### config.mk
export PLATFORM = sky130hd
export DESIGN_NAME = audio_tx_error_flags_slot_counter
export DESIGN_NICKNAME = d
export VERILOG_FILES = /design/src/common/tx_err_pkg.sv /design/src/logic/pin_sync3.sv /design/src/logic/sticky_flag.sv /design/src/logic/audio_tx_error_flags_slot_counter.sv
export SDC_FILE = /design/constraint.sdc
export NUM_CORES = 1
export LEC_CHECK = 0
export BUFFER_PORTS_ARGS = -buffer_cell sky130_fd_sc_hd__clkbuf_2
export CORE_AREA = 10 10 116 118
export DETAILED_ROUTE_END_ITERATION = 12
export DIE_AREA = 0 0 126 128
export PLACE_DENSITY = 0.78
export REMOVE_ABC_BUFFERS = 1
export SYNTH_ARGS = -nofsm -noshare
export SYNTH_HDL_FRONTEND = slang
export SYNTH_HIERARCHICAL = 1
export SYNTH_SLANG_ARGS = --single-unit
### constraint.sdc
create_clock -name core_clk -period 2.3 [get_ports core_clk]
set_input_delay 0.345 -clock core_clk [delete_from_list [all_inputs] [get_ports core_clk]]
set_output_delay 0.345 -clock core_clk [all_outputs]
set_load 0.02 [all_outputs]
### src/common/tx_err_pkg.sv
// Constants for the transmit error flag and slot counter block.
// Assumes a 32-bit AXI4-Lite register bus and one core clock.
package tx_err_pkg;

    // ************************************************************
    // Bus widths
    // ************************************************************
    localparam int DATA_W = 32;
    localparam int ADDR_W = 8;
    localparam int STRB_W = 4;

    // ************************************************************
    // Register byte offsets
    // ************************************************************
    localparam logic [7:0] OFS_STATUS = 8'h00;
    localparam logic [7:0] OFS_SLOT = 8'h04;
    localparam logic [7:0] OFS_CONTROL = 8'h08;
    localparam logic [7:0] OFS_ENABLE = 8'h0c;
    localparam logic [7:0] OFS_CLEAR = 8'h10;

    // ************************************************************
    // Status, enable and clear layout
    // ************************************************************
    localparam int BIT_UNDERRUN = 0;
    localparam int BIT_EARLY_SYNC = 1;
    localparam int BIT_CLOCK_FAULT = 2;
    localparam int BIT_PARITY = 3;
    localparam int BIT_DMA_OVERWRITE = 7;
    localparam int BIT_ERROR_SUMMARY = 8;
    localparam logic [31:0] ENABLE_MASK = 32'h0000_0087;
    localparam logic [31:0] ENABLE_RESET = 32'h0000_0000;

    // ************************************************************
    // Control layout
    // ************************************************************
    localparam int CTRL_LAST_LSB = 0;
    localparam int CTRL_LAST_W = 5;
    localparam int CTRL_BIPHASE = 8;
    localparam int CTRL_RUN = 16;
    localparam logic [31:0] CONTROL_MASK = 32'h0001_011f;
    localparam logic [31:0] CONTROL_RESET = 32'h0000_001f;

    // ************************************************************
    // Slot counter
    // ************************************************************
    localparam int SLOT_W = 10;
    localparam logic [9:0] SLOT_RESET = 10'h17f;
    localparam logic [9:0] BLOCK_LAST_SLOT = 10'h17f;
    localparam int TDM_MAX_SLOTS = 32;

    // ************************************************************
    // Bus responses
    // ************************************************************
    localparam logic [1:0] RESP_OKAY = 2'h0;
    localparam logic [1:0] RESP_SLVERR = 2'h2;

endpackage

### src/logic/pin_sync3.sv
// Three-stage synchroniser for a level from outside the core clock.
// Assumes the level is held for at least three core clock cycles.
`timescale 1ns/10ps
module pin_sync3 #(
    parameter int WIDTH = 1
) (
    input wire logic core_clk,           // Core clock
    input wire logic arst_n,             // Async reset, active low
    input wire logic [WIDTH-1:0] pin_in, // Raw pin level
    output logic [WIDTH-1:0] level       // Filtered level
);
    logic [WIDTH-1:0] stage1;
    logic [WIDTH-1:0] stage2;
    logic [WIDTH-1:0] stage3;
    wire [WIDTH-1:0] agree = ~(stage2 ^ stage3);

    always_ff @(posedge core_clk or negedge arst_n) begin
        if (!arst_n) begin
            stage1 <= '0;
            stage2 <= '0;
            stage3 <= '0;
            level <= '0;
        end else begin
            stage1 <= pin_in;
            stage2 <= stage1;
            stage3 <= stage2;
            level <= (agree & stage3) | (~agree & level);
        end
    end
endmodule // pin_sync3

### src/logic/sticky_flag.sv
// One sticky event flag, set by hardware and cleared by software.
// Assumes set and clear are single-cycle core clock pulses.
`timescale 1ns/10ps
module sticky_flag (
    input wire logic core_clk, // Core clock
    input wire logic arst_n,   // Async reset, active low
    input wire logic set,      // Event pulse
    input wire logic clear,    // Clear pulse
    output logic flag          // Sticky flag
);
    // Set wins so an event in the clearing cycle is kept
    wire next_flag = set | (flag & ~clear);

    always_ff @(posedge core_clk or negedge arst_n) begin
        if (!arst_n) begin
            flag <= 1'h0;
        end else begin
            flag <= next_flag;
        end
    end
endmodule // sticky_flag

### src/logic/audio_tx_error_flags_slot_counter.sv
// Transmit error flags, slot counter and their AXI4-Lite registers.
// Assumes slot boundary, buffer write and fault events on core_clk;
// the frame sync arrives from a pin and is synchronised here.
//
// Operation
// - Clock fault event sets clock-fault flag
// - Frame sync before last slot sets flag
// - Transfer from unrefilled holding buffer sets underrun
// - Flags clear only on written one
// - Enabled set flag raises transmit interrupt
// - Slot count readable, ten bits, 0-383
// - Counter holds 383 while held in reset
// - TDM up to 32 slots; 384 in biphase
// - Slot register upper bits zero, writes ignored
// - Error summary is OR of four flags
// - Parity bit shows slot count LSB
`timescale 1ns/10ps
module audio_tx_error_flags_slot_counter (
    input wire logic core_clk,                                // Core clock, 20 MHz
    input wire logic arst_n,                                  // Async reset, active low
    // AXI4-Lite slave
    input wire logic [tx_err_pkg::ADDR_W-1:0] s_axi_awaddr,   // Write address
    input wire logic s_axi_awvalid,                           // Write address valid
    output logic s_axi_awready,                               // Write address ready
    input wire logic [tx_err_pkg::DATA_W-1:0] s_axi_wdata,    // Write data
    input wire logic [tx_err_pkg::STRB_W-1:0] s_axi_wstrb,    // Write strobes
    input wire logic s_axi_wvalid,                            // Write data valid
    output logic s_axi_wready,                                // Write data ready
    output logic [1:0] s_axi_bresp,                           // Write response
    output logic s_axi_bvalid,                                // Write response valid
    input wire logic s_axi_bready,                            // Write response ready
    input wire logic [tx_err_pkg::ADDR_W-1:0] s_axi_araddr,   // Read address
    input wire logic s_axi_arvalid,                           // Read address valid
    output logic s_axi_arready,                               // Read address ready
    output logic [tx_err_pkg::DATA_W-1:0] s_axi_rdata,        // Read data
    output logic [1:0] s_axi_rresp,                           // Read response
    output logic s_axi_rvalid,                                // Read data valid
    input wire logic s_axi_rready,                            // Read data ready
    // Transmit side
    input wire logic tx_frame_sync,                           // Frame sync pin
    input wire logic slot_boundary,                           // Slot boundary pulse
    input wire logic holding_buffer_write,                    // Holding buffer refilled
    input wire logic clock_fault_event,                       // Clock check error pulse
    input wire logic dma_overwrite_event,                     // DMA overwrite pulse
    output logic [tx_err_pkg::SLOT_W-1:0] tx_slot_count,      // Current slot
    output logic tx_buffer_transfer,                          // Buffer moved to shifter
    output logic tx_interrupt                                 // Transmit interrupt
);
    import tx_err_pkg::*;

    // ************************************************************
    // Declarations
    // ************************************************************
    logic [31:0] control;
    logic [31:0] enables;
    logic frame_sync_prev;
    logic buffer_loaded;

    logic aw_held;
    logic w_held;
    logic [ADDR_W-1:0] aw_addr;
    logic [DATA_W-1:0] w_data;
    logic [STRB_W-1:0] w_strb;

    logic frame_sync_level;
    logic tx_underrun_flag;
    logic tx_early_sync_flag;
    logic tx_clock_fault_flag;
    logic tx_dma_overwrite_flag;

    // ************************************************************
    // Control fields
    // ************************************************************
    wire tx_run = control[CTRL_RUN];
    wire biphase_transmit_mode = control[CTRL_BIPHASE];
    wire [CTRL_LAST_W-1:0] frame_last = control[CTRL_LAST_LSB +: CTRL_LAST_W];
    wire [SLOT_W-1:0] tdm_last_slot = {5'h00, frame_last};
    wire [SLOT_W-1:0] last_slot = biphase_transmit_mode
        ? BLOCK_LAST_SLOT
        : tdm_last_slot;

    // ************************************************************
    // Slot counter
    // ************************************************************
    wire slot_advance = tx_run & slot_boundary;
    wire at_last_slot = (tx_slot_count >= last_slot);
    wire [SLOT_W-1:0] slot_plus_one = tx_slot_count + 10'h001;
    wire [SLOT_W-1:0] next_slot = at_last_slot ? 10'h000 : slot_plus_one;

    always_ff @(posedge core_clk or negedge arst_n) begin
        if (!arst_n) begin
            tx_slot_count <= SLOT_RESET;
        end else if (!tx_run) begin
            tx_slot_count <= SLOT_RESET;
        end else if (slot_advance) begin
            tx_slot_count <= next_slot;
        end
    end

    // ************************************************************
    // Holding buffer tracking
    // ************************************************************
    wire buffer_starved = slot_advance & ~buffer_loaded & ~holding_buffer_write;
    wire next_buffer_loaded = slot_advance ? 1'h0 : (buffer_loaded | holding_buffer_write);

    always_ff @(posedge core_clk or negedge arst_n) begin
        if (!arst_n) begin
            buffer_loaded <= 1'h0;
            tx_buffer_transfer <= 1'h0;
        end else begin
            buffer_loaded <= next_buffer_loaded;
            tx_buffer_transfer <= slot_advance;
        end
    end

    // ************************************************************
    // Frame sync
    // ************************************************************
    pin_sync3 #(
        .WIDTH(1)
    ) u_fs_sync (
        .core_clk(core_clk),
        .arst_n(arst_n),
        .pin_in(tx_frame_sync),
        .level(frame_sync_level)
    );

    wire frame_sync_edge = frame_sync_level & ~frame_sync_prev;
    // Sync is expected only while the last slot is being sent
    wire sync_early = tx_run & frame_sync_edge & ~at_last_slot;

    always_ff @(posedge core_clk or negedge arst_n) begin
        if (!arst_n) begin
            frame_sync_prev <= 1'h0;
        end else begin
            frame_sync_prev <= frame_sync_level;
        end
    end

    // ************************************************************
    // Write decode
    // ************************************************************
    wire do_write = aw_held & w_held & ~s_axi_bvalid;
    wire [31:0] wmask = {
        {8{w_strb[3]}},
        {8{w_strb[2]}},
        {8{w_strb[1]}},
        {8{w_strb[0]}}
    };
    wire [31:0] wbits = w_data & wmask;

    wire wr_status = (aw_addr[7:2] == OFS_STATUS[7:2]);
    wire wr_slot = (aw_addr[7:2] == OFS_SLOT[7:2]);
    wire wr_control = (aw_addr[7:2] == OFS_CONTROL[7:2]);
    wire wr_enable = (aw_addr[7:2] == OFS_ENABLE[7:2]);
    wire wr_clear = (aw_addr[7:2] == OFS_CLEAR[7:2]);
    wire wr_mapped = wr_status
        | wr_slot
        | wr_control
        | wr_enable
        | wr_clear;

    wire clear_strobe = do_write & (wr_status | wr_clear);
    wire [31:0] clear_bits = clear_strobe ? wbits : 32'h0000_0000;
    wire [31:0] next_control = (control & ~wmask) | (wbits & CONTROL_MASK);
    wire [31:0] next_enables = (enables & ~wmask) | (wbits & ENABLE_MASK);

    // ************************************************************
    // Error flags
    // ************************************************************
    sticky_flag u_underrun (
        .core_clk(core_clk),
        .arst_n(arst_n),
        .set(buffer_starved),
        .clear(clear_bits[BIT_UNDERRUN]),
        .flag(tx_underrun_flag)
    );

    sticky_flag u_early_sync (
        .core_clk(core_clk),
        .arst_n(arst_n),
        .set(sync_early),
        .clear(clear_bits[BIT_EARLY_SYNC]),
        .flag(tx_early_sync_flag)
    );

    sticky_flag u_clock_fault (
        .core_clk(core_clk),
        .arst_n(arst_n),
        .set(clock_fault_event),
        .clear(clear_bits[BIT_CLOCK_FAULT]),
        .flag(tx_clock_fault_flag)
    );

    sticky_flag u_dma_overwrite (
        .core_clk(core_clk),
        .arst_n(arst_n),
        .set(dma_overwrite_event),
        .clear(clear_bits[BIT_DMA_OVERWRITE]),
        .flag(tx_dma_overwrite_flag)
    );

    // ************************************************************
    // Status word and interrupt
    // ************************************************************
    wire tx_error_summary = tx_underrun_flag
        | tx_early_sync_flag
        | tx_clock_fault_flag
        | tx_dma_overwrite_flag;
    wire tx_slot_parity = tx_slot_count[0];

    wire [31:0] status_word = {
        23'h000000,
        tx_error_summary,
        tx_dma_overwrite_flag,
        3'h0,
        tx_slot_parity,
        tx_clock_fault_flag,
        tx_early_sync_flag,
        tx_underrun_flag
    };

    wire [31:0] slot_word = {22'h000000, tx_slot_count};
    wire next_interrupt = |(status_word & enables & ENABLE_MASK);

    always_ff @(posedge core_clk or negedge arst_n) begin
        if (!arst_n) begin
            tx_interrupt <= 1'h0;
        end else begin
            tx_interrupt <= next_interrupt;
        end
    end

    // ************************************************************
    // Control and enable registers
    // ************************************************************
    always_ff @(posedge core_clk or negedge arst_n) begin
        if (!arst_n) begin
            control <= CONTROL_RESET;
            enables <= ENABLE_RESET;
        end else if (do_write) begin
            if (wr_control) begin
                control <= next_control;
            end
            if (wr_enable) begin
                enables <= next_enables;
            end
        end
    end

    // ************************************************************
    // AXI write channels
    // ************************************************************
    wire aw_take = s_axi_awvalid & s_axi_awready;
    wire w_take = s_axi_wvalid & s_axi_wready;
    wire b_done = s_axi_bvalid & s_axi_bready;

    always_ff @(posedge core_clk or negedge arst_n) begin
        if (!arst_n) begin
            aw_held <= 1'h0;
            aw_addr <= '0;
            s_axi_awready <= 1'h1;
        end else if (aw_take) begin
            aw_held <= 1'h1;
            aw_addr <= s_axi_awaddr;
            s_axi_awready <= 1'h0;
        end else if (b_done) begin
            aw_held <= 1'h0;
            s_axi_awready <= 1'h1;
        end
    end

    always_ff @(posedge core_clk or negedge arst_n) begin
        if (!arst_n) begin
            w_held <= 1'h0;
            w_data <= '0;
            w_strb <= '0;
            s_axi_wready <= 1'h1;
        end else if (w_take) begin
            w_held <= 1'h1;
            w_data <= s_axi_wdata;
            w_strb <= s_axi_wstrb;
            s_axi_wready <= 1'h0;
        end else if (b_done) begin
            w_held <= 1'h0;
            s_axi_wready <= 1'h1;
        end
    end

    always_ff @(posedge core_clk or negedge arst_n) begin
        if (!arst_n) begin
            s_axi_bvalid <= 1'h0;
            s_axi_bresp <= RESP_OKAY;
        end else if (do_write) begin
            s_axi_bvalid <= 1'h1;
            s_axi_bresp <= wr_mapped ? RESP_OKAY : RESP_SLVERR;
        end else if (b_done) begin
            s_axi_bvalid <= 1'h0;
        end
    end

    // ************************************************************
    // AXI read channels
    // ************************************************************
    wire ar_take = s_axi_arvalid & s_axi_arready;
    wire r_done = s_axi_rvalid & s_axi_rready;
    wire rd_status = (s_axi_araddr[7:2] == OFS_STATUS[7:2]);
    wire rd_slot = (s_axi_araddr[7:2] == OFS_SLOT[7:2]);
    wire rd_control = (s_axi_araddr[7:2] == OFS_CONTROL[7:2]);
    wire rd_enable = (s_axi_araddr[7:2] == OFS_ENABLE[7:2]);
    wire rd_clear = (s_axi_araddr[7:2] == OFS_CLEAR[7:2]);
    wire rd_mapped = rd_status
        | rd_slot
        | rd_control
        | rd_enable
        | rd_clear;

    wire [31:0] rd_word;

    // Clear register is write-only and reads as zero
    assign rd_word = rd_status ? status_word
        : rd_slot ? slot_word
        : rd_control ? control
        : rd_enable ? enables
        : 32'h0000_0000;

    always_ff @(posedge core_clk or negedge arst_n) begin
        if (!arst_n) begin
            s_axi_arready <= 1'h1;
            s_axi_rvalid <= 1'h0;
            s_axi_rdata <= '0;
            s_axi_rresp <= RESP_OKAY;
        end else if (ar_take) begin
            s_axi_arready <= 1'h0;
            s_axi_rvalid <= 1'h1;
            s_axi_rdata <= rd_word;
            s_axi_rresp <= rd_mapped ? RESP_OKAY : RESP_SLVERR;
        end else if (r_done) begin
            s_axi_arready <= 1'h1;
            s_axi_rvalid <= 1'h0;
        end
    end

endmodule // audio_tx_error_flags_slot_counter

==> impl_metrics.csv <==
group,metric,value,unit
run_status,outcome,"complete, no violations",
power_and_ir_drop,power_frac_clock,37.1,%
clock_network,cts_tree,"built",
logic_synthesis,synth_cell_types,51,
routing,via_per_inst,5.45,
clock_network,clock_path_buffers,2,
clock_network,clk_transition_reported_paths,0.06,ns
logic_synthesis,syn_area,6010,um^2
grt,overflow,0,
routing,vias,4059,
logic_synthesis,ys_ff_latch,145,
finish,syn_to_final_growth,20.8,%
power_and_ir_drop,ir_worst_vdd,0.630,mV
power_and_ir_drop,power_density,989,nW/um^2
setup_path,cp_max_fo,7,
logic_synthesis,synth_most_common_cell,"dfrtp_1",
floorplan,initial_core_util,53.6,%
setup_path,critPathKind,"flip-flop to flip-flop",
routing,drtIter0Drc,313,
logic_synthesis,synthTopCellsByCount,"dfrtp_1, and2_1, nand2_1, mux2_2, o21ai_0",
timing,timing.setup.tns,0,ns
logic_synthesis,yosys-top-cells-area,"dfrtp_1, dfstp_2, mux2_2, and2_1, mux2i_1",
finish,drive_above_1_share,32.2,%
logic_synthesis,yosysWarnings,6,
finish,fill_cells,868,
timing,post-route-min-period,2.14,ns
finish,instances_no_fill,745,
timing,period_share,93.2,%
floorplan,core,11200,um^2
logic_synthesis,seq_area_frac_synth,60.7,%
setup_path,critPathCaptureType,"flip-flop",
job,cap_violations,0,
timing,finalSetupViolCount,0,
timing,relSlewSlack,53.2,%
logic_synthesis,syn-instance-count,487,
power_and_ir_drop,power_frac_seq,45.1,%
routing,drtPass1Iterations,4,
timing,grt_setup_unrepaired,"no",
setup_path,cp.arrival,2.47,ns
grt,track_usage,16.5,%
routing,wirelength,13200,um
finish,ff_latch_area,3650,um^2
finish,diodes,0,
power_and_ir_drop,leakage,3.58,nW
placed_design,dp_hpwl,9090,um
logic_synthesis,synth_top_area_share,53.7,%
routing,drc_errors,0,
floorplan,dieHeight,128,um
logic_synthesis,synth-edff-count,0,
finish,multi_input_comb_area,2240,um^2
clock_network,cts-root-buf,"clkbuf_16",
setup_path,start_kind,"flip-flop",
timing,max_freq,466,MHz
min_path,worstHoldPathType,"input port to flip-flop",
timing,report.final.hold_viol_count,0,
timing,finClkSkew,0.0101,ns
placed_design,place.gp.congestion,0.834,
power_and_ir_drop,swShare,29.8,%
placed_design,place_inst,712,
logic_synthesis,async_reset_ff_share,100,%
power_and_ir_drop,pwr-share-comb,17.7,%
power_and_ir_drop,power.net_switching,2.14,mW
grt,grt_pass1_vias,4296,
grt,grt_pass1_wl,21700,um
power_and_ir_drop,power.internal,5.05,mW
clock_network,clock_sinks,145,
clock_network,htreeDepth,4,
floorplan,die_w,126,um
placed_design,portBuffers,86,
floorplan,rows,39,
finish,layout.nets,662,
timing,max_slew.worst_pin.slew,0.701,ns
logic_synthesis,synth-main-ff-cell,"dfrtp_1",
grt,grt_antenna_before_repair,0,
logic_synthesis,synth.largest_area_cell,"dfrtp_1",
timing,worst_hold_slack,0.0299,ns
setup_path,crit_required,2.62,ns
clock_network,clock_latency,0.42,ns
timing,maxSlewViolCount,0,
grt,grt_max_degree,58,
logic_synthesis,syn_avg_cell_area,12.4,um^2
routing,ant_nets,0,
floorplan,ioPinCount,117,
clock_network,cts_inserted_buffers,17,
routing,wl_per_cell,17.7,um
floorplan,die_area,16100,um^2
## kinds of logic (layout without fill, tap and decap cells)
family | Yosys count | in the layout | synth area share [%]
simple gates | 161 | 161 | 14.4
flops | 145 | 145 | 60.7
compound gates | 73 | 73 | 7.86
mux | 64 | 64 | 12.6
buf+inv | 33 | 147 | 2.33
fa+ha+maj | 10 | 10 | 2.06
other cells | 1 | 2 | 0.0623
## state kept, by name (all words and copies together), names as in the netlist, 4 cells and up, named ones only
signal and cells:
enables 28, control 25, s_axi_rdata 32, tx_slot_count 10, w_strb 4, w_data 8, aw_addr 6
## power groups by stage
stage / Clock, mW / Combinational [mW] / Sequential (mW)
2_1_floorplan: 0 / 0.731 / 3.31
3_3_place_gp: 0 / 1.20 / 3.25
3_5_place_dp: 0 / 1.26 / 3.27
4_1_cts: 2.69 / 1.27 / 3.23
5_1_grt: 2.81 / 1.42 / 3.29
6_report: 2.67 / 1.27 / 3.24
## per-layer routing
layer	GRT usage, %	routed length, um
met4	6.83	234
met2	26.4	6490
met1	20.8	5780
met3	4.47	676
met5	0	0
## final timing paths
path,depth (start not counted),startpoint,end,slack [ns]
max,7,flip-flop,tx_slot_count[8],0.16
min,1,tx_frame_sync,u_fs_sync/stage1,0.03
max reg2reg,7,flip-flop,tx_slot_count[8],0.16
min reg2reg,0,u_fs_sync/stage1,u_fs_sync/stage2,0.35
max in group asynchronous,3,arst_n,s_axi_wready,1.13
min in group asynchronous,2,arst_n,control[24],0.45
## worst max-delay path, stage by stage (launching register included)
cell      delay, ns
dfrtp_1        0.39
or2_2          0.30
ha_1           0.28
nand2b_1       0.15
a21oi_1        0.19
o311a_4        0.25
nand3_1        0.18
o311ai_1       0.33
## timing repair
item	CTS	global route
setup buffers	0	0
endpoints found under the setup margin	0	1
hold buffers	1	0
endpoints found under the hold margin	53	0
gates resized for setup	0	1
## final cells by class
cell class / instances / area share, %
timing repair buffer: 99 / 7.73
multi-input combinational: 310 / 30.8
clock inverter: 15 / 2.05
clock buffer: 17 / 5.86
tap: 143 / 2.46
sequential: 145 / 50.2
inverter: 16 / 0.827
## cell usage in the layout, fill, tap and decap left out, types with 5 or more instances in the layout
cell       instances
nand2_1           53
a21o_1             7
o21ai_0           29
clkbuf_2          85
a31oi_1            6
a22o_1             6
mux2i_1           25
ha_1               9
inv_6              5
and2_1            59
nand4_1            5
nor2_1            12
buf_4             10
dfstp_2           16
inv_1             15
dfrtp_1          129
a22oi_1            6
clkbuf_16         17
nand3_1            9
mux4_2             5
mux2_2            33
## stage by stage
stage	utilization [%]	setup WS (ns)	total power [mW]	area (um^2)
final	64.7	0.155	7.19	7260
after global routing	64.7	0.0508	7.52	7260
after CTS	64.6	0.0684	7.19	7250
after detailed placement	59.4	0.0822	4.53	6670
after global placement	59.4	0.189	4.45	6670
after floorplan	-	0.155	4.04	5940
Power figures use the tool's default switching activity.
